`src/serial_rx_pkg.sv`:
```
package serial_rx_pkg;

  // ----------------------------------------------------------------
  // Clocks and rates
  // ----------------------------------------------------------------
  localparam int  CLK_MHZ  = 100;
  localparam int  CLK_HZ   = CLK_MHZ * 1_000_000;
  localparam int  LOCAL_HZ = 256_000;
  // Rounded divider; 390.625 becomes 391, i.e. 255.75 kHz, inside the trim band.
  localparam int  DIV_CYC  = (CLK_HZ + LOCAL_HZ / 2) / LOCAL_HZ;
  localparam int  DIV_W    = 9;

  // ----------------------------------------------------------------
  // Serial burst format
  // ----------------------------------------------------------------
  localparam longint BIT_NS        = 62_500;
  localparam int     TICKS_PER_BIT = int'((BIT_NS * LOCAL_HZ) / 64'd1_000_000_000);
  localparam int     HALF_BIT      = TICKS_PER_BIT / 2;
  localparam int     DATA_BITS     = 8;
  localparam int     BURST_BITS    = DATA_BITS + 2;
  localparam int     LAST_SAMPLE   = HALF_BIT + (BURST_BITS - 1) * TICKS_PER_BIT;
  localparam int     FRAME_US      = 650;
  localparam int     FRAME_CHK     = (FRAME_US * LOCAL_HZ) / 1_000_000 + 1;
  localparam int     CNT_W         = 8;
  localparam int     STREAMS       = 3;

  // ----------------------------------------------------------------
  // Indicator timing, in local ticks
  // ----------------------------------------------------------------
  localparam int  ACT_MS      = 2;
  localparam int  ACT_TICKS   = ACT_MS * LOCAL_HZ / 1000;
  localparam int  ACT_W       = 10;
  localparam int  FLASH_MS    = 20;
  localparam int  FLASH_TICKS = FLASH_MS * LOCAL_HZ / 1000;
  localparam int  FLASH_W     = 13;

  // ----------------------------------------------------------------
  // Host transfer timing, in ref_clk cycles
  // ----------------------------------------------------------------
  localparam int  MS_US      = 1000;
  localparam int  SLOT_US    = 60;
  localparam int  STROBE_US  = 10;
  localparam int  MS_CYC     = MS_US * CLK_MHZ;
  localparam int  SLOT_CYC   = SLOT_US * CLK_MHZ;
  localparam int  STROBE_CYC = STROBE_US * CLK_MHZ;
  localparam int  MS_W       = 17;
  localparam int  SLOT_W     = 13;
  localparam int  LAST_SLOT  = STREAMS - 1;

  // ----------------------------------------------------------------
  // Word layout: {stream, frame_ok, parity_ok, data}
  // ----------------------------------------------------------------
  localparam int  W_PAR   = 8;
  localparam int  W_FRM   = 9;
  localparam int  REC_W   = 10;
  localparam int  FIFO_W  = 12;
  localparam int  FIFO_D  = 8;

  // Synchronised pin vector positions; serial lines sit in bits 2:0.
  localparam int  P_SHOW  = 3;
  localparam int  P_FRZ   = 4;
  localparam int  P_START = 5;
  localparam int  PIN_W   = 6;

  typedef enum logic [1:0] {RX_IDLE, RX_START, RX_BITS, RX_WAIT_HI} rx_phase_t;

endpackage

```
`src/word_fifo.sv`:
```
`timescale 1ns/100ps

module word_fifo #(
  parameter int W = 12,
  parameter int D = 8
) (
  // Clock and reset
  input  wire logic         ref_clk,
  input  wire logic         rst_n,
  input  wire logic         flush,
  // Fill side
  input  wire logic         in_valid,
  output logic              in_ready,
  input  wire logic [W-1:0] in_data,
  // Drain side
  output logic              out_valid,
  input  wire logic         out_ready,
  output logic [W-1:0]      out_data
);

  localparam int AW = $clog2(D);

  typedef struct packed {
    logic [AW-1:0] wp;
    logic [AW-1:0] rp;
    logic [AW:0]   cnt;
  } fifo_t;

  fifo_t        s_r;
  fifo_t        s_nxt;
  logic [W-1:0] mem [D];
  logic         push;
  logic         pop;

  assign in_ready  = (s_r.cnt != (AW + 1)'(D));
  assign out_valid = (s_r.cnt != '0);
  assign out_data  = mem[s_r.rp];
  assign push      = in_valid && in_ready;
  assign pop       = out_valid && out_ready;

  always_comb begin
    s_nxt = s_r;
    if (push) begin
      s_nxt.wp = (s_r.wp == AW'(D - 1)) ? '0 : s_r.wp + 1'b1;
    end
    if (pop) begin
      s_nxt.rp = (s_r.rp == AW'(D - 1)) ? '0 : s_r.rp + 1'b1;
    end
    s_nxt.cnt = s_r.cnt + (AW + 1)'(push) - (AW + 1)'(pop);
    if (flush) begin
      s_nxt = '0;
    end
  end

  always_ff @(posedge ref_clk) begin
    if (!rst_n) begin
      s_r <= '0;
    end else begin
      s_r <= s_nxt;
    end
  end

  always_ff @(posedge ref_clk) begin
    if (push) begin
      mem[s_r.wp] <= in_data;
    end
  end

endmodule

```
`src/serial_rx.sv`:
```
// Contract
// - Burst is a zero start bit, eight data bits LSB first, one parity bit.
// - Every bit cell lasts 62.5 us, a 16 kHz bit rate.
// - Parity is one for an even count of ones; received bursts are checked.
// - Stream one carries channel one seeing, stream two channel two seeing.
// - Stream three cycles sync, wander one, wander two, range and orientation.
// - A 256 kHz local tick times all three deserialisers.
// - Per-stream activity light stays dark while no bursts arrive.
// - Shared parity fault light flashes briefly on any stream's parity mismatch.
// - A burst wider than 650 us flags a framing or overrun fault.
// - Receiver idles after reset until start; start later restarts reception.
// - Display select chooses seeing or wander for the shared lights.
// - Freeze holds the shown seeing or wander values until run returns.
// - Twelve parallel host data lines plus one strobe line are driven.
// - Each millisecond, three 60 us slots with a 10 us strobe each.
// - First slot carries stream one byte on host data, LSB on line one.
// - Line nine high unless parity fault, line ten high unless framing fault.
// - Lines eleven and twelve: 11 stream one, 01 stream two, 10 stream three.
`timescale 1ns/100ps

module serial_rx #(
  parameter int     MS_CYC    = serial_rx_pkg::MS_CYC,
  parameter int     SLOT_CYC  = serial_rx_pkg::SLOT_CYC,
  parameter logic [7:0] SYNC_BYTE = 8'h00
) (
  // Clock and reset
  input  wire logic       ref_clk,
  input  wire logic       rst_n,
  // Serial lines and panel switches
  input  wire logic [2:0] ser_in,
  input  wire logic       start_btn,
  input  wire logic       show_wander,
  input  wire logic       freeze,
  // Panel lights
  output logic            clock_light,
  output logic [2:0]      data_rcvd,
  output logic            parity_err_light,
  output logic            frame_err_light,
  output logic [7:0]      disp_ch1,
  output logic [7:0]      disp_ch2,
  output logic [7:0]      range_orient,
  // Host bus
  output logic [7:0]      host_data,
  output logic            host_parity_ok,
  output logic            host_frame_ok,
  output logic            host_stream_id_a,
  output logic            host_stream_id_b,
  output logic            host_slot_strobe
);

  // ----------------------------------------------------------------
  // State
  // ----------------------------------------------------------------
  typedef struct packed {
    logic [serial_rx_pkg::PIN_W-1:0]            sy1;
    logic [serial_rx_pkg::PIN_W-1:0]            sy2;
    logic                                       st_prev;
    logic                                       run;
    logic                                       flush;
    logic [serial_rx_pkg::DIV_W-1:0]            div;
    logic                                       tick;
    logic                                       clk_lt;
    serial_rx_pkg::rx_phase_t [2:0]             phase;
    logic [2:0][serial_rx_pkg::CNT_W-1:0]       cnt;
    logic [2:0][8:0]                            shift;
    logic [2:0]                                 pend;
    logic [2:0][serial_rx_pkg::REC_W-1:0]       pword;
    logic [2:0][serial_rx_pkg::ACT_W-1:0]       act;
    logic [2:0]                                 rcvd;
    logic [serial_rx_pkg::FLASH_W-1:0]          par_fl;
    logic [serial_rx_pkg::FLASH_W-1:0]          frm_fl;
    logic                                       par_lt;
    logic                                       frm_lt;
    logic [2:0][serial_rx_pkg::REC_W-1:0]       latest;
    logic [7:0]                                 see1;
    logic [7:0]                                 see2;
    logic [7:0]                                 wnd1;
    logic [7:0]                                 wnd2;
    logic [7:0]                                 rng;
    logic [1:0]                                 pos;
    logic [7:0]                                 d1;
    logic [7:0]                                 d2;
    logic [serial_rx_pkg::MS_W-1:0]             ms_cnt;
    logic [serial_rx_pkg::SLOT_W-1:0]           sl_cnt;
    logic [1:0]                                 sl_idx;
    logic                                       win;
    logic [serial_rx_pkg::FIFO_W-1:0]           bus;
    logic                                       strobe;
  } st_t;

  st_t                               s_r;
  st_t                               s_nxt;
  logic [1:0]                        push_idx;
  logic                              f_in_valid;
  logic                              f_in_ready;
  logic [serial_rx_pkg::FIFO_W-1:0]  f_in_data;
  logic                              f_out_valid;
  logic                              f_out_ready;
  logic [serial_rx_pkg::FIFO_W-1:0]  f_out_data;

  // ----------------------------------------------------------------
  // Helpers
  // ----------------------------------------------------------------
  // Received parity must be one exactly when the data has an even count of ones.
  function automatic logic par_good(input logic [8:0] sh);
    par_good = (sh[8] == ~^sh[7:0]);
  endfunction

  // Returns {line twelve, line eleven} for a slot.
  function automatic logic [1:0] id_code(input logic [1:0] idx);
    unique case (idx)
      2'h0:    id_code = 2'b11;
      2'h1:    id_code = 2'b10;
      default: id_code = 2'b01;
    endcase
  endfunction

  function automatic logic [1:0] pick(input logic [2:0] p);
    pick = p[0] ? 2'h0 : (p[1] ? 2'h1 : 2'h2);
  endfunction

  // ----------------------------------------------------------------
  // FIFO between deserialisers and host side
  // ----------------------------------------------------------------
  // The drain stalls in the host window and on the cycle that loads its first word, so slot
  // words stay steady; a full FIFO holds words in the per-stream pending registers.
  assign push_idx    = pick(s_r.pend);
  assign f_in_valid  = |s_r.pend;
  assign f_in_data   = {push_idx, s_r.pword[push_idx]};
  assign f_out_ready = !s_r.win && (s_r.ms_cnt != '0);

  word_fifo #(
    .W (serial_rx_pkg::FIFO_W),
    .D (serial_rx_pkg::FIFO_D)
  ) u_fifo (
    .ref_clk   (ref_clk),
    .rst_n     (rst_n),
    .flush     (s_r.flush),
    .in_valid  (f_in_valid),
    .in_ready  (f_in_ready),
    .in_data   (f_in_data),
    .out_valid (f_out_valid),
    .out_ready (f_out_ready),
    .out_data  (f_out_data)
  );
  // ----------------------------------------------------------------
  // Next state
  // ----------------------------------------------------------------
  always_comb begin
    logic                                   line;
    logic [1:0]                             idx;
    logic [serial_rx_pkg::REC_W-1:0]        rec;
    line  = 1'b1;
    idx   = '0;
    rec   = '0;
    s_nxt = s_r;
    s_nxt.sy1     = {start_btn, freeze, show_wander, ser_in};
    s_nxt.sy2     = s_r.sy1;
    s_nxt.st_prev = s_r.sy2[serial_rx_pkg::P_START];
    s_nxt.flush   = 1'b0;
    s_nxt.tick    = 1'b0;
    if (s_r.div == serial_rx_pkg::DIV_W'(serial_rx_pkg::DIV_CYC - 1)) begin
      s_nxt.div  = '0;
      s_nxt.tick = 1'b1;
    end else begin
      s_nxt.div = s_r.div + 1'b1;
    end
    if (s_r.tick) begin
      s_nxt.clk_lt = !s_r.clk_lt;
    end
    if (f_in_valid && f_in_ready) begin
      s_nxt.pend[push_idx] = 1'b0;
    end
    if (s_r.run && s_r.tick) begin
      if (s_r.par_fl != '0) begin
        s_nxt.par_fl = s_r.par_fl - 1'b1;
      end
      if (s_r.frm_fl != '0) begin
        s_nxt.frm_fl = s_r.frm_fl - 1'b1;
      end
      for (int i = 0; i < serial_rx_pkg::STREAMS; i++) begin
        line = s_r.sy2[i];
        if (s_r.act[i] != '0) begin
          s_nxt.act[i] = s_r.act[i] - 1'b1;
        end
        s_nxt.cnt[i] = s_r.cnt[i] + 1'b1;
        unique case (s_r.phase[i])
          serial_rx_pkg::RX_IDLE: begin
            s_nxt.cnt[i] = '0;
            if (!line) begin
              s_nxt.phase[i] = serial_rx_pkg::RX_START;
            end
          end
          serial_rx_pkg::RX_START: begin
            if (s_r.cnt[i] == serial_rx_pkg::CNT_W'(serial_rx_pkg::HALF_BIT)) begin
              // A start bit that is high at mid-cell was a glitch.
              s_nxt.phase[i] = line ? serial_rx_pkg::RX_IDLE : serial_rx_pkg::RX_BITS;
            end
          end
          serial_rx_pkg::RX_BITS: begin
            if (s_r.cnt[i][3:0] == 4'(serial_rx_pkg::HALF_BIT) &&
                s_r.cnt[i] <= serial_rx_pkg::CNT_W'(serial_rx_pkg::LAST_SAMPLE)) begin
              s_nxt.shift[i] = {line, s_r.shift[i][8:1]};
            end
            if (s_r.cnt[i] == serial_rx_pkg::CNT_W'(serial_rx_pkg::FRAME_CHK)) begin
              // A line still low here means the burst ran past its limit.
              rec = {line && !s_nxt.pend[i], par_good(s_r.shift[i]), s_r.shift[i][7:0]};
              s_nxt.pword[i] = rec;
              s_nxt.pend[i]  = 1'b1;
              s_nxt.act[i]   = serial_rx_pkg::ACT_W'(serial_rx_pkg::ACT_TICKS);
              if (!rec[serial_rx_pkg::W_PAR]) begin
                s_nxt.par_fl = serial_rx_pkg::FLASH_W'(serial_rx_pkg::FLASH_TICKS);
              end
              if (!rec[serial_rx_pkg::W_FRM]) begin
                s_nxt.frm_fl = serial_rx_pkg::FLASH_W'(serial_rx_pkg::FLASH_TICKS);
              end
              s_nxt.phase[i] = line ? serial_rx_pkg::RX_IDLE : serial_rx_pkg::RX_WAIT_HI;
            end
          end
          serial_rx_pkg::RX_WAIT_HI: begin
            if (line) begin
              s_nxt.phase[i] = serial_rx_pkg::RX_IDLE;
            end
          end
        endcase
      end
    end
    for (int i = 0; i < serial_rx_pkg::STREAMS; i++) begin
      s_nxt.rcvd[i] = (s_nxt.act[i] != '0);
    end
    s_nxt.par_lt = (s_nxt.par_fl != '0);
    s_nxt.frm_lt = (s_nxt.frm_fl != '0);
    // Drain one word into the per-stream display and host stores.
    if (f_out_valid && f_out_ready) begin
      idx = f_out_data[11:10];
      s_nxt.latest[idx] = f_out_data[9:0];
      if (idx == 2'h2) begin
        s_nxt.pos = s_r.pos + 1'b1;
        if (f_out_data[7:0] == SYNC_BYTE) begin
          s_nxt.pos = 2'h1;
        end else if (s_r.pos == 2'h3) begin
          s_nxt.rng = f_out_data[7:0];
        end
      end
      if (!s_r.sy2[serial_rx_pkg::P_FRZ]) begin
        if (idx == 2'h0) begin
          s_nxt.see1 = f_out_data[7:0];
        end else if (idx == 2'h1) begin
          s_nxt.see2 = f_out_data[7:0];
        end else if (f_out_data[7:0] != SYNC_BYTE && s_r.pos == 2'h1) begin
          s_nxt.wnd1 = f_out_data[7:0];
        end else if (f_out_data[7:0] != SYNC_BYTE && s_r.pos == 2'h2) begin
          s_nxt.wnd2 = f_out_data[7:0];
        end
      end
    end
    s_nxt.d1 = s_r.sy2[serial_rx_pkg::P_SHOW] ? s_r.wnd1 : s_r.see1;
    s_nxt.d2 = s_r.sy2[serial_rx_pkg::P_SHOW] ? s_r.wnd2 : s_r.see2;
    // Host slots: a window of three slots opens at the top of each millisecond.
    if (s_r.run) begin
      s_nxt.ms_cnt = (s_r.ms_cnt == serial_rx_pkg::MS_W'(MS_CYC - 1)) ? '0 : s_r.ms_cnt + 1'b1;
      if (s_r.ms_cnt == '0) begin
        s_nxt.win    = 1'b1;
        s_nxt.sl_idx = '0;
        s_nxt.sl_cnt = '0;
        s_nxt.bus    = {id_code(2'h0), s_r.latest[0]};
        s_nxt.strobe = 1'b1;
      end else if (s_r.win) begin
        s_nxt.sl_cnt = s_r.sl_cnt + 1'b1;
        if (s_r.sl_cnt == serial_rx_pkg::SLOT_W'(serial_rx_pkg::STROBE_CYC - 1)) begin
          s_nxt.strobe = 1'b0;
        end
        if (s_r.sl_cnt == serial_rx_pkg::SLOT_W'(SLOT_CYC - 1)) begin
          s_nxt.sl_cnt = '0;
          if (s_r.sl_idx == 2'(serial_rx_pkg::LAST_SLOT)) begin
            s_nxt.win = 1'b0;
          end else begin
            s_nxt.sl_idx = s_r.sl_idx + 1'b1;
            s_nxt.bus    = {id_code(s_r.sl_idx + 1'b1), s_r.latest[s_r.sl_idx + 1'b1]};
            s_nxt.strobe = 1'b1;
          end
        end
      end
    end
    // Start restarts everything behind the synchronisers and the divider, except the clock light.
    if (s_r.sy2[serial_rx_pkg::P_START] && !s_r.st_prev) begin
      s_nxt         = '0;
      s_nxt.sy1     = {start_btn, freeze, show_wander, ser_in};
      s_nxt.sy2     = s_r.sy1;
      s_nxt.st_prev = 1'b1;
      s_nxt.div     = s_r.div;
      s_nxt.clk_lt  = s_r.clk_lt;
      s_nxt.run     = 1'b1;
      s_nxt.flush   = 1'b1;
    end
  end
  always_ff @(posedge ref_clk) begin
    if (!rst_n) begin
      s_r <= '0;
    end else begin
      s_r <= s_nxt;
    end
  end
  // ----------------------------------------------------------------
  // Outputs
  // ----------------------------------------------------------------
  assign clock_light      = s_r.clk_lt;
  assign data_rcvd        = s_r.rcvd;
  assign parity_err_light = s_r.par_lt;
  assign frame_err_light  = s_r.frm_lt;
  assign disp_ch1         = s_r.d1;
  assign disp_ch2         = s_r.d2;
  assign range_orient     = s_r.rng;
  assign host_data        = s_r.bus[7:0];
  assign host_parity_ok   = s_r.bus[serial_rx_pkg::W_PAR];
  assign host_frame_ok    = s_r.bus[serial_rx_pkg::W_FRM];
  assign host_stream_id_a = s_r.bus[10];
  assign host_stream_id_b = s_r.bus[11];
  assign host_slot_strobe = s_r.strobe;

  // ----------------------------------------------------------------
  // Assertions
  // ----------------------------------------------------------------
  tick_spacing_a: assert property (@(posedge ref_clk) disable iff (!rst_n)
    s_r.tick |=> !s_r.tick [*8]) else $error("local tick too frequent");
  strobe_width_a: assert property (@(posedge ref_clk) disable iff (!rst_n)
    host_slot_strobe |-> s_r.win && s_r.sl_cnt < serial_rx_pkg::SLOT_W'(serial_rx_pkg::STROBE_CYC))
    else $error("strobe outside its first 10 us");
  window_len_a: assert property (@(posedge ref_clk) disable iff (!rst_n)
    s_r.win |-> s_r.sl_idx <= 2'(serial_rx_pkg::LAST_SLOT) &&
      s_r.ms_cnt <= serial_rx_pkg::MS_W'(3 * SLOT_CYC)) else $error("host window too long");
  slot_id_a: assert property (@(posedge ref_clk) disable iff (!rst_n)
    s_r.win |-> {host_stream_id_b, host_stream_id_a} == id_code(s_r.sl_idx))
    else $error("wrong stream id on host lines");
  slot_data_a: assert property (@(posedge ref_clk) disable iff (!rst_n)
    (s_r.win && s_r.sl_idx == 2'h0) |-> host_data == s_r.latest[0][7:0])
    else $error("slot one data mismatch");
  slot_flags_a: assert property (@(posedge ref_clk) disable iff (!rst_n)
    s_r.win |-> {host_frame_ok, host_parity_ok} == s_r.latest[s_r.sl_idx][9:8])
    else $error("slot fault lines mismatch");
  idle_start_a: assert property (@(posedge ref_clk) disable iff (!rst_n)
    !s_r.run |-> !host_slot_strobe && data_rcvd == 3'h0 && !f_in_valid)
    else $error("activity before start");
  parity_flash_a: assert property (@(posedge ref_clk) disable iff (!rst_n)
    (s_r.run && s_r.tick && s_r.phase[1] == serial_rx_pkg::RX_BITS &&
     s_r.cnt[1] == serial_rx_pkg::CNT_W'(serial_rx_pkg::FRAME_CHK) && !par_good(s_r.shift[1]) &&
     !(s_r.sy2[serial_rx_pkg::P_START] && !s_r.st_prev))
    |=> parity_err_light && s_r.pend[1] && !s_r.pword[1][serial_rx_pkg::W_PAR])
    else $error("parity fault not flagged");
  frame_flag_a: assert property (@(posedge ref_clk) disable iff (!rst_n)
    (s_r.run && s_r.tick && s_r.phase[2] == serial_rx_pkg::RX_BITS && !s_r.sy2[2] &&
     s_r.cnt[2] == serial_rx_pkg::CNT_W'(serial_rx_pkg::FRAME_CHK) &&
     !(s_r.sy2[serial_rx_pkg::P_START] && !s_r.st_prev))
    |=> frame_err_light && !s_r.pword[2][serial_rx_pkg::W_FRM]) else $error("long burst not flagged");
  display_sel_a: assert property (@(posedge ref_clk) disable iff (!rst_n)
    !(s_r.sy2[serial_rx_pkg::P_START] && !s_r.st_prev) |=>
      disp_ch1 == ($past(s_r.sy2[serial_rx_pkg::P_SHOW]) ? $past(s_r.wnd1) : $past(s_r.see1)))
    else $error("display select wrong");
  freeze_hold_a: assert property (@(posedge ref_clk) disable iff (!rst_n)
    (s_r.sy2[serial_rx_pkg::P_FRZ] && $past(s_r.sy2[serial_rx_pkg::P_FRZ]) &&
     $stable(s_r.sy2[serial_rx_pkg::P_SHOW]) && s_r.run && $past(s_r.run) &&
     !(s_r.sy2[serial_rx_pkg::P_START] && !s_r.st_prev)) |=> $stable(disp_ch2))
    else $error("display changed while frozen");
endmodule

```
`config.mk`:
```
export PLATFORM = sky130hd
export DESIGN_NAME = serial_rx
export DESIGN_NICKNAME = d
export VERILOG_FILES = /design/src/serial_rx_pkg.sv /design/src/word_fifo.sv /design/src/serial_rx.sv
export SDC_FILE = /design/constraint.sdc
export NUM_CORES = 1
export LEC_CHECK = 0
export BUFFER_PORTS_ARGS = -buffer_cell sky130_fd_sc_hd__buf_4
export CORE_MARGIN = 2
export CORE_UTILIZATION = 55
export CTS_CLUSTER_DIAMETER = 120
export CTS_CLUSTER_SIZE = 10
export DETAILED_ROUTE_END_ITERATION = 12
export GPL_TIMING_DRIVEN = 1
export PLACE_DENSITY_LB_ADDON = 0.08
export SKIP_LAST_GASP = 1
export SYNTH_ARGS = -nofsm -noshare
export SYNTH_HDL_FRONTEND = slang
export SYNTH_SLANG_ARGS = --single-unit
```
`constraint.sdc`:
```
create_clock -name ref_clk -period 3.9 [get_ports ref_clk]
set_clock_uncertainty 0.2 [all_clocks]
set_input_delay 0 -clock ref_clk [delete_from_list [all_inputs] [get_ports ref_clk]]
set_output_delay 0 -clock ref_clk [all_outputs]
set_load 0.02 [all_outputs]
```
== Word level (Yosys, flattened, before mapping) ==
Memories as Yosys holds them, arrays and structs flattened. A register that Yosys moved wholly into a read port is not among the register bits.
Cells that the tools add are included.

* Register bits after elaboration: 321
* Memory bits (writable): 96
* Output and inout bits: 43
* Memories: 1
* Input bits: 8
* Word-level logic and storage cells: 313

* Reductions and logical operators: 67
* Bitwise operators: 9
* Magnitude comparators: 8
* Equal/unequal tests: 48
* Muxes and demuxes: 114
* $add $sub $neg: 17

{| class="wikitable"
|+ Memories
! name !! words !! width !! read ports !! clocked after Yosys merged registers in !! write ports !! line !! RTL
|-
| u_fifo.mem || 8 || 12 || 1 || 1 || 1 || word_fifo.sv:31 || <nowiki>logic [W-1:0] mem [D];</nowiki>
|}

{| class="wikitable"
|+ Operators by type and width
! operator !! count
|-
| 2-to-1 mux 299 bit || 1
|-
| 2-to-1 mux 10 bit || 19
|-
| 2-to-1 mux 26 bit || 7
|-
| 2-to-1 mux 120 bit || 1
|-
| 2-to-1 mux 13 bit || 9
|-
| 2-to-1 mux 8 bit || 12
|-
| 2-to-1 mux 29 bit || 3
|-
| 2-to-1 mux 72 bit || 1
|-
| 2-to-1 mux 9 bit || 7
|-
| nonzero test 10 bit || 6
|-
| nonzero test 13 bit || 4
|-
| 2-to-1 mux 46 bit || 1
|-
| 2-to-1 mux 2 bit || 22
|-
| binary-select mux 10 bit (select 2 bit) || 2
|-
| 2-to-1 mux 32 bit || 1
|-
| bitwise mux 30 bit || 1
|-
| subtractor 10 x 1 -> 10 bit (second input constant) || 3
|-
| inequality test 2 bit (second input constant) || 13
|-
| subtractor 13 x 1 -> 13 bit (second input constant) || 2
|-
| adder 8 x 1 -> 8 bit (second input constant) || 3
|-
| equality test 8 x 4 -> 1 bit (second input constant) || 3
|-
| equality test 8 bit (second input constant) || 3
|-
| <= comparator 8 bit (second input constant) || 3
|-
| 2-to-1 mux 24 bit || 1
|-
| 47 further kinds || 135
|}

== Depth between registers and ports, before layout ==
Gate-level depths: netlist of the first run.

* Depth in word-level cells: 23
* Mapped depth: 13

== Modules after synthesis ==
Synthesis of the first run repeated with hierarchy kept, for this count alone.

* Cell total of the unflattened synthesis: 1899
* Area, all modules: 18951.9 µm²

{| class="wikitable"
|+ By module, submodules not included
! module !! times used !! area each (µm²) !! sequential area each (µm²) !! cells an instance
|-
| serial_rx || 1 || 14565.2 || 6226.0 || 1682
|-
| word_fifo || 1 || 4386.7 || 3143.0 || 217
|}

== Least setup slack after synthesis of the first run ==
Ideal clock, no wire load.

* Kind: reg2reg
* Start point: register u_fifo.s_r[2] (netlist name)
* End point: memory u_fifo.mem[0][0], enable pin
* Arrival time: 2.358 ns
* Data required time: 3.288 ns
* Setup time: 0.412 ns
* Setup slack: 0.930 ns
* Cell stages (with the launch flop): 7
* Cell sequence: dfxtp_1 inv_1 ha_1 and2_1 or2_2 clkbuf_1 nor4_1

* Longest elaborated chain between the ends: 4

{| class="wikitable"
|+ Ends and longest elaborated chain
! item !! line !! RTL
|-
| start, declared || word_fifo.sv:29 || <nowiki>fifo_t s_r;</nowiki>
|-
| start signal, assigned || word_fifo.sv:59 || <nowiki>s_r <= s_nxt;</nowiki>
|-
| inequality test 4 bit || word_fifo.sv:35 || <nowiki>assign in_ready = (s_r.cnt != (AW + 1)'(D));</nowiki>
|-
| logical AND 1 bit || word_fifo.sv:38 || <nowiki>assign push = in_valid && in_ready;</nowiki>
|-
| 2-to-1 mux 1 bit || word_fifo.sv:64 || <nowiki>if (push) begin</nowiki>
|-
| 2-to-1 mux 1 bit (implied by the code) || word_fifo.sv:65 || <nowiki>mem[s_r.wp] <= in_data;</nowiki>
|-
| end, declared || word_fifo.sv:31 ||
|}

No other way between the ends.

==> results of run 1 <==
## power by group through the flow
stage	logic, mW	clock network, mW	registers, mW
6_report	0.229	3.84	4.48
2_1_floorplan	0.161	0	4.57
3_5_place_dp	0.219	0	4.57
4_1_cts	0.231	3.93	4.48
3_3_place_gp	0.215	0	4.57
5_1_grt	0.257	4.12	4.48
## Yosys cell counts (9+ instances only)
library cell and instances:
inv_1 45, o221ai_1 12, buf_4 35, and3_1 13, ha_1 31, buf_2 10
and2_1 25, edfxtp_1 96, mux2i_1 120, o21ai_0 64, nor3_1 62, nand2b_1 15
or4_1 12, nor4_1 21, nand4_1 28, mux4_2 13, a22oi_1 9, a31oi_1 15
nand2_1 173, nand3_1 31, clkbuf_1 75, nor2b_1 9, mux2_2 11, nor2_1 274
mux4_1 11, dfxtp_1 324, xnor2_1 40, or3_1 17, xor2_1 54, a21oi_1 119
## cell families after synthesis
logic type      Yosys count  synth area share
simple gates            728            0.1860
flops                   420            0.5012
compound gates          284           0.09217
buf+inv                 176           0.04592
mux                     157            0.1040
xor+xnor                 98           0.04886
fa+ha+maj                32           0.02182
## area by class of cell
type,instances,area share
multi-input combinational,1299,0.4108
clock buffer,63,0.06076
tap,448,0.02708
inverter,45,0.008162
clock inverter,2,0.001209
timing repair buffer,100,0.03930
sequential,420,0.4527
## flip-flops by register name (all words and copies together) (netlist names), named ones only
name              flops
s_r                 238
frame_err_light       1
disp_ch1              8
parity_err_light      1
data_rcvd             3
host_frame_ok         1
u_fifo.mem           96
host_stream_id_a      1
host_slot_strobe      1
host_parity_ok        1
range_orient          8
host_data             8
disp_ch2              8
clock_light           1
host_stream_id_b      1
u_fifo.s_r           10
## layer usage
metal | vias to the layer above | track usage
met5 | - | 0
met4 | 0 | 0.05469
met3 | 59 | 0.03036
met2 | 236 | 0.3811
met1 | 6386 | 0.2862
li1 | 6698 | -
## metrics by stage
step	hold slack [ps]	cell area, sq um	setup WS, ps	total power, mW	utilization
floorplan	-72.71	18690	929.6	4.727	-
global placement	10.26	19260	797.2	4.789	0.5745
detailed placement	14.12	19260	773.7	4.793	0.5745
CTS	145.4	20700	748.6	8.644	0.6172
global route	224.3	20700	573.2	8.862	0.6172
finish	217.1	20700	754.7	8.554	0.6172
## worst reg2reg max path: stages (launching register included)
cell     delay, ps
dfxtp_1        330
buf_4          250
mux4_2         530
mux2_2         300
or3_1          390
nor3b_2        700
mux2i_1        270
nor2_1          50
## worst paths after layout
check                           cells after the start     start               to
worst max register to register                      7      flop  range_orient[1]
worst min-delay path                                3     rst_n         s_r[297]
worst min register to register                      1  s_r[307]         s_r[301]
worst max-delay path                                7      flop  range_orient[1]
## timing repair
item,CTS,global route
setup buffers,0,0
hold buffers,15,0
endpoints found under the hold margin,38,0
==> metrics.cfg, run 1 <==
[worst_setup_path]
r2r_setup_slack_ps=750
crit_fanout=12
crit_family=simple AND/OR/NAND/NOR gates
path_cells=buf_4, mux4_2, mux2_2, or3_1, nor3b_2, mux2i_1, nor2_1
worstPathArrival_ps=3370
start_kind=flop
path_class=reg -> reg
max_stage_delay_ps=700
required_ps=4130
slowest_stage=nor3b_2
path_buf_inv=1
end_kind=flop

[timing]
relSlewSlack=0.2883
min_period_over_period=0.8065
fin_setup_tns_ps=0
rsz0062_at_grt=false
final-max-slew-violation-count=0
fmax_mhz=317.9
setup_viol=0
fin_crit_ps=3145
worstMarginPinSlew_ps=1066
hold_violations=0

[die]
die_x_um=188.4
fp.dieArea_sq_mm=0.03548
design.core.area_sq_mm=0.03353
die_height_um=188.4
core.rowCount=67
start_util=0.5575
pin_count=51

[routing]
routed_wl_um=38490
drc=0
wirelength_met1_um=17720
top_layer_used=met4
via_per_inst=5.629
postRouteAntennaNets=0
wl_per_cell_um=16.19
dr.first_iter.drc_count=820
wl_met2_um=18550
detail_route.first_pass.iterations=5
met3_wirelength_um=1435
vias=13380

[synthesis]
yosys_warnings=0
synth_area_sq_mm=0.01869
ys_types=81
synth.area.top_cells=dfxtp_1 (35%), edfxtp_1 (15%), mux2i_1 (6.4%)
ys_ff_latch=420
ys.flop_type=dfxtp_1
synth-edff-count=96
yosys.area.top_type=dfxtp_1
synth_seq_area_share=0.5012
ys_async_sr_fraction=0
avgSynthCellArea_sq_um=9.864
syn_nets=1935
synthesis.instances=1895
netlist.area_leader.share=0.3470

[clocking]
htree_num_levels=2
post_cts_resized=0
cts_tree=yes
clockBufferDepth=3
cts.clk_slew.worst_paths_ps=60
insertion_delay_ps=550
clock-root-buffer=clkbuf_16
numCtsBuffers=47
clock-sinks=420

[power]
p_seq_frac=0.524
swShare=0.2100
p_int_mw=6.758
power_switching_mw=1.796
pwr-share-comb=0.027
power_density_mw_per_mm2=413.3
p_clk_frac=0.449
p_leak_nw=7.387
max-vdd-ir-drop_mv=0.3465

[place]
dpl.hpwl_um=25630
dpl.cell_count=2297
gp_congestion=0.8486
port_buffers=50

[final_layout]
final_common_cell=dfxtp_1
diodes=0
synthToLayoutAreaGrowth_pct=10.72
fin_cells=2377
multi_input_area_sq_mm=0.008502
layout_common_cells=dfxtp_1 (324), nor2_1 (274), nand2_1 (172)
num-nets-final=1953
area.sequential_sq_mm=0.009369
fillers=2863
layout-drive-gt1-share=0.09694

[grt]
antenna_found_initial=0
track_usage=0.2181
grt_pass1_wl_um=64150
grt_max_degree=63
grt_overflow_total=0
grt_pass1_vias=12810

[job]
cap_violations=0

[min_path]
worstHoldPathType=in -> reg

[status]
status=complete, no violations

Note: power is estimated with default switching activity, not from simulation.
==> run 2, diff against run 1 <==
==> constraint.sdc (replaced) <==
create_clock -name ref_clk -period 3.3 [get_ports ref_clk]
set_clock_uncertainty 0.2 [all_clocks]
set_input_delay 0 -clock ref_clk [delete_from_list [all_inputs] [get_ports ref_clk]]
set_output_delay 0 -clock ref_clk [all_outputs]
set_load 0.02 [all_outputs]
==> metrics.cfg, run 2 (same netlist as run 1, synthesis figures left out) <==
[worst_setup_path]
rr_endpoint=parity_err_light
worstPathArrival_ps=3150  ; -220 ps
end_kind=flop
r2r_cells=8  ; +1
cp-startpoint=s_r[263]
path_class=reg -> reg
r2r_setup_slack_ps=330  ; -420 ps
crit_fanout=15  ; +3
required_ps=3480  ; -650 ps
start_kind=flop
cp-endpoint=parity_err_light
rr_startpoint=s_r[263]

[clocking]
clockBufferDepth=3  ; unchanged
post-cts-setup-buffers=0  ; unchanged
cts.clk_slew.worst_paths_ps=50  ; about the same
cts_tree=yes
htree_num_levels=2  ; unchanged
clock-sinks=420  ; unchanged
numCtsBuffers=47  ; unchanged
insertion_delay_ps=550  ; about the same
clock-root-buffer=clkbuf_16

[min_path]
worstHoldPathType=in -> reg
hold_depth=3  ; unchanged

[die]
core.rowCount=67  ; unchanged
start_util=0.5575  ; unchanged
die_x_um=188.4  ; unchanged
fp.dieArea_sq_mm=0.03548  ; unchanged
die_height_um=188.4  ; unchanged
design.core.area_sq_mm=0.03353  ; unchanged
pin_count=51  ; unchanged

[routing]
met3_wirelength_um=1487  ; +3.6%
top_layer_used=met4
postRouteAntennaNets=0  ; unchanged
drc=0  ; unchanged
vias=13470  ; +0.70%
routed_wl_um=39020  ; +1.4%
via_per_inst=5.632  ; about the same
detail_route.first_pass.iterations=5  ; unchanged
wl_per_cell_um=16.31  ; +0.73%
dr.first_iter.drc_count=688  ; -16%
wl_met2_um=18880  ; +1.8%
wirelength_met1_um=17840  ; +0.71%

[timing]
fin_crit_ps=2966  ; -179.1 ps
fin_setup_tns_ps=0  ; unchanged
worstMarginPinSlew_ps=1156  ; +89.68 ps
relSlewSlack=0.2284  ; -0.05987
min_period_over_period=0.8988  ; +0.09236
final-max-slew-violation-count=0  ; unchanged
fin_hold_ws_ps=173.7  ; -43.43 ps
fmax_mhz=337.1  ; +6.0%
postLayoutSetupSlackWorst_ps=333.8  ; -420.9 ps
hold_violations=0  ; unchanged
rsz0062_at_grt=false
setup_viol=0  ; unchanged

[power]
power_density_mw_per_mm2=482.9  ; +17%
max-vdd-ir-drop_mv=0.3938  ; +14%
p_leak_nw=7.463  ; +1.0%

[final_layout]
final_common_cell=dfxtp_1
synthToLayoutAreaGrowth_pct=11.31
final_area_sq_mm=0.02081  ; +0.53%
num-nets-final=1970  ; +0.87%
final_util=0.6205  ; +0.003284
largestRegisters=s_r x238, u_fifo.mem x96, u_fifo.s_r x10
diodes=0  ; unchanged
largest_reg_flops=238  ; unchanged
regMostFlops=s_r
layout_common_cells=dfxtp_1 (324), nor2_1 (274), nand2_1 (172)
layout-drive-gt1-share=0.1055  ; +0.008511
fillers=2837  ; -0.91%

[place]
place_ws_ps=362.3  ; -411.4 ps
port_buffers=50  ; unchanged
postPlaceCellArea_sq_mm=0.01942  ; +0.81%
gp_congestion=0.9023  ; +6.3%
dpl.hpwl_um=25980  ; +1.4%

[grt]
grt_max_degree=63  ; unchanged
grt_pass1_vias=12840  ; +0.30%
track_usage=0.2205  ; +0.002394
antenna_found_initial=0  ; unchanged
grt_pass1_wl_um=64830  ; +1.1%
grt_overflow_total=0  ; unchanged

[job]
cap_violations=0  ; unchanged

[status]
status=complete, no violations

-- run 2: cell count changes in the layout (fill, tap and decap cells not counted), sizes merged --
cell | before | now
inv | 46 | 47
clkinv | 1 | 0
clkbuf | 63 | 61
buf | 85 | 104
dlygate4sd3 | 15 | 13
-- run 2: cell type report --
cell class | count | area [sq um] | share of cell area
repair buffers | 117 | 948.4 | 0.04558
multi-input cells | 1299 | 8502 | 0.4086
clock inverters | 2 | 28.78 | 0.001383
inverters | 45 | 168.9 | 0.008118
well taps | 448 | 560.5 | 0.02694
clock buffers | 61 | 1229 | 0.05905
flip-flops and latches | 420 | 9369 | 0.4503
-- run 2: worst min-delay path by stage --
stage                         start     endpoint  slack, ps
after floorplan           ser_in[0]     s_r[305]        -70
after global routing          rst_n  clock_light        210
after global placement    start_btn     s_r[310]         10
after detailed placement  start_btn     s_r[310]         10
after CTS                     rst_n  clock_light        150
final                         rst_n  clock_light        170
-- run 2: repair_timing --
action,CTS,global route
resized for setup,0,0
hold buffers,13,0
hold endpoints to repair,38,0
-- run 2: worst max-delay path, cell delays in order, from the launching register on --
cell,delay (ps)
dfxtp_1,420
ha_1,250
nand4_1,120
or4b_1,700
o221ai_1,250
buf_4,230
nor2_1,70
a2111oi_0,440
a31oi_1,130
-- run 2: metrics by stage --
stage                     std cells  total power, mW
after CTS                      2392            10.17
after floorplan                1895            5.586
after global placement         2316            5.671
final                          2392            10.05
after global routing           2392            10.39
after detailed placement       2316            5.674
-- run 2: report_power, final --
part / switching [mW] / leakage (nW) / internal [mW]
sequential: 0.0296 / 3.31 / 5.27
combinational: 0.176 / 3.54 / 0.102
clock: 1.90 / 0.610 / 2.57
total: 2.11 / 7.46 / 7.94
-- run 2: metal layers --
layer,track usage,vias up
met5,0,-
met4,0.06100,0
met3,0.02961,66
met2,0.3831,246
met1,0.2897,6429
li1,-,6731
==> run 3, diff against run 2 <==
--- a/config.mk
+++ b/config.mk
@@ -8,6 +8,7 @@
 export BUFFER_PORTS_ARGS = -buffer_cell sky130_fd_sc_hd__buf_4
 export CORE_MARGIN = 2
 export CORE_UTILIZATION = 55
+export CTS_BUF_LIST = sky130_fd_sc_hd__clkbuf_8
 export CTS_CLUSTER_DIAMETER = 120
 export CTS_CLUSTER_SIZE = 10
 export DETAILED_ROUTE_END_ITERATION = 12
==> metrics.cfg, run 3 (same netlist as run 1, synthesis figures left out) <==
[grt]
grt_pass1_wl_um=64560  ; -0.41%
grt_pass1_vias=12840  ; -0.016%
grt_max_degree=63  ; unchanged
antenna_found_initial=0  ; unchanged
grt_overflow_total=0  ; unchanged
track_usage=0.2193  ; -0.001236

[status]
status=complete, no violations

[timing]
relSlewSlack=0.2256  ; -0.002820
rsz0062_at_grt=false
fin_setup_tns_ps=0  ; unchanged
worstMarginPinSlew_ps=1160  ; +4.224 ps
fmax_mhz=337.9  ; +0.23%
setup_viol=0  ; unchanged
fin_crit_ps=2959  ; -6.854 ps
postLayoutSetupSlackWorst_ps=340.7  ; +6.854 ps
fin_hold_ws_ps=136.8  ; -36.88 ps
min_period_over_period=0.8968  ; -0.002077
hold_violations=0  ; unchanged
final-max-slew-violation-count=0  ; unchanged

[min_path]
worstHoldPathType=in -> reg

[final_layout]
fin_cells=2397  ; +0.21%
layout-drive-gt1-share=0.1052  ; -0.0002705
synthToLayoutAreaGrowth_pct=8.688
area.sequential_sq_mm=0.009369  ; unchanged
multi_input_area_sq_mm=0.008502  ; unchanged
final_area_sq_mm=0.02032  ; -2.4%
largestRegisters=s_r x238, u_fifo.mem x96, u_fifo.s_r x10
final_common_cell=dfxtp_1
final_util=0.6059  ; -0.01459
diodes=0  ; unchanged
num-nets-final=1975  ; +0.25%
regMostFlops=s_r
fillers=2908  ; +2.5%
largest_reg_flops=238  ; unchanged
layout_common_cells=dfxtp_1 (324), nor2_1 (274), nand2_1 (172)

[routing]
postRouteAntennaNets=0  ; unchanged
dr.first_iter.drc_count=668  ; -2.9%
routed_wl_um=38800  ; -0.55%
via_per_inst=5.602  ; -0.53%
wl_per_cell_um=16.19  ; -0.76%
detail_route.first_pass.iterations=5  ; unchanged
vias=13430  ; -0.32%
drc=0  ; unchanged

[clocking]
clockBufferDepth=3  ; unchanged
clock-root-buffer=clkbuf_8
numCtsBuffers=47  ; unchanged
clock-sinks=420  ; unchanged
cts_tree=yes
htree_num_levels=2  ; unchanged
insertion_delay_ps=580  ; +30 ps
post_cts_resized=0  ; unchanged
post-cts-setup-buffers=0  ; unchanged
cts.clk_slew.worst_paths_ps=70  ; +20 ps
cts_hold_buf=18  ; +5

[worst_setup_path]
rr_startpoint=s_r[263]
crit_fanout=15  ; unchanged
r2r_cells=8  ; unchanged
worstPathArrival_ps=3180  ; +30 ps
required_ps=3520  ; +40 ps
cp-startpoint=s_r[263]
start_kind=flop
cp-endpoint=parity_err_light
r2r_setup_slack_ps=340  ; about the same
path_class=reg -> reg
rr_endpoint=parity_err_light
end_kind=flop

[place]
port_buffers=50  ; unchanged
gp_congestion=0.9023  ; unchanged
dpl.cell_count=2316  ; unchanged
place_ws_ps=362.3  ; unchanged
dpl.hpwl_um=25980  ; unchanged
postPlaceCellArea_sq_mm=0.01942  ; unchanged

[die]
core.rowCount=67  ; unchanged
design.core.area_sq_mm=0.03353  ; unchanged
die_height_um=188.4  ; unchanged
die_x_um=188.4  ; unchanged
fp.dieArea_sq_mm=0.03548  ; unchanged
pin_count=51  ; unchanged
start_util=0.5575  ; unchanged

[power]
totalPowerFinal_mw=8.575  ; -15%
power_density_mw_per_mm2=422.1  ; -13%
p_leak_nw=7.293  ; -2.3%
max-vdd-ir-drop_mv=0.2503  ; -36%

[job]
cap_violations=0  ; unchanged

[run 3: changes by cell type in the layout (fill, tap and decap cells not counted), sizes merged]
cell         before  now
inv              47   60
clkbuf           61   47
dlygate4sd3      13   18
clkinvlp          0    1
[run 3: worst min path at each step]
stage                          from           to  slack, ps  depth (start not counted)
after floorplan           ser_in[0]     s_r[305]        -70                          1
after global placement    start_btn     s_r[310]         10                          2
after detailed placement  start_btn     s_r[310]         10                          2
after CTS                     rst_n  clock_light        100                          3
after global routing          rst_n     s_r[297]        160                          3
final                         rst_n  clock_light        140                          3
[run 3: power breakdown]
part           internal [mW]  switching, mW
logic                  0.106          0.176
registers               5.26         0.0299
clock network           1.30           1.71
total                   6.66           1.91
[run 3: critical path: stages (launching register included)]
cell,delay [ps]
dfxtp_1,420
ha_1,250
nand4_1,120
or4b_1,690
o221ai_1,250
buf_4,230
nor2_1,70
a2111oi_0,440
a31oi_1,130
[run 3: cell type report]
class	count	share of cell area
Sequential cell	420	0.4611
Multi-Input combinational cell	1299	0.4185
Timing Repair Buffer	122	0.04914
Clock buffer	47	0.03184
Tap cell	448	0.02759
Inverter	45	0.008314
Clock inverter	16	0.003510
[run 3: layer usage]
metal	GRT usage	up-vias	share of wire
met5	0	-	0
met4	0.06340	0	0.021
met3	0.02850	66	0.037
met2	0.3789	247	0.48
met1	0.2893	6395	0.46
li1	-	6721	-
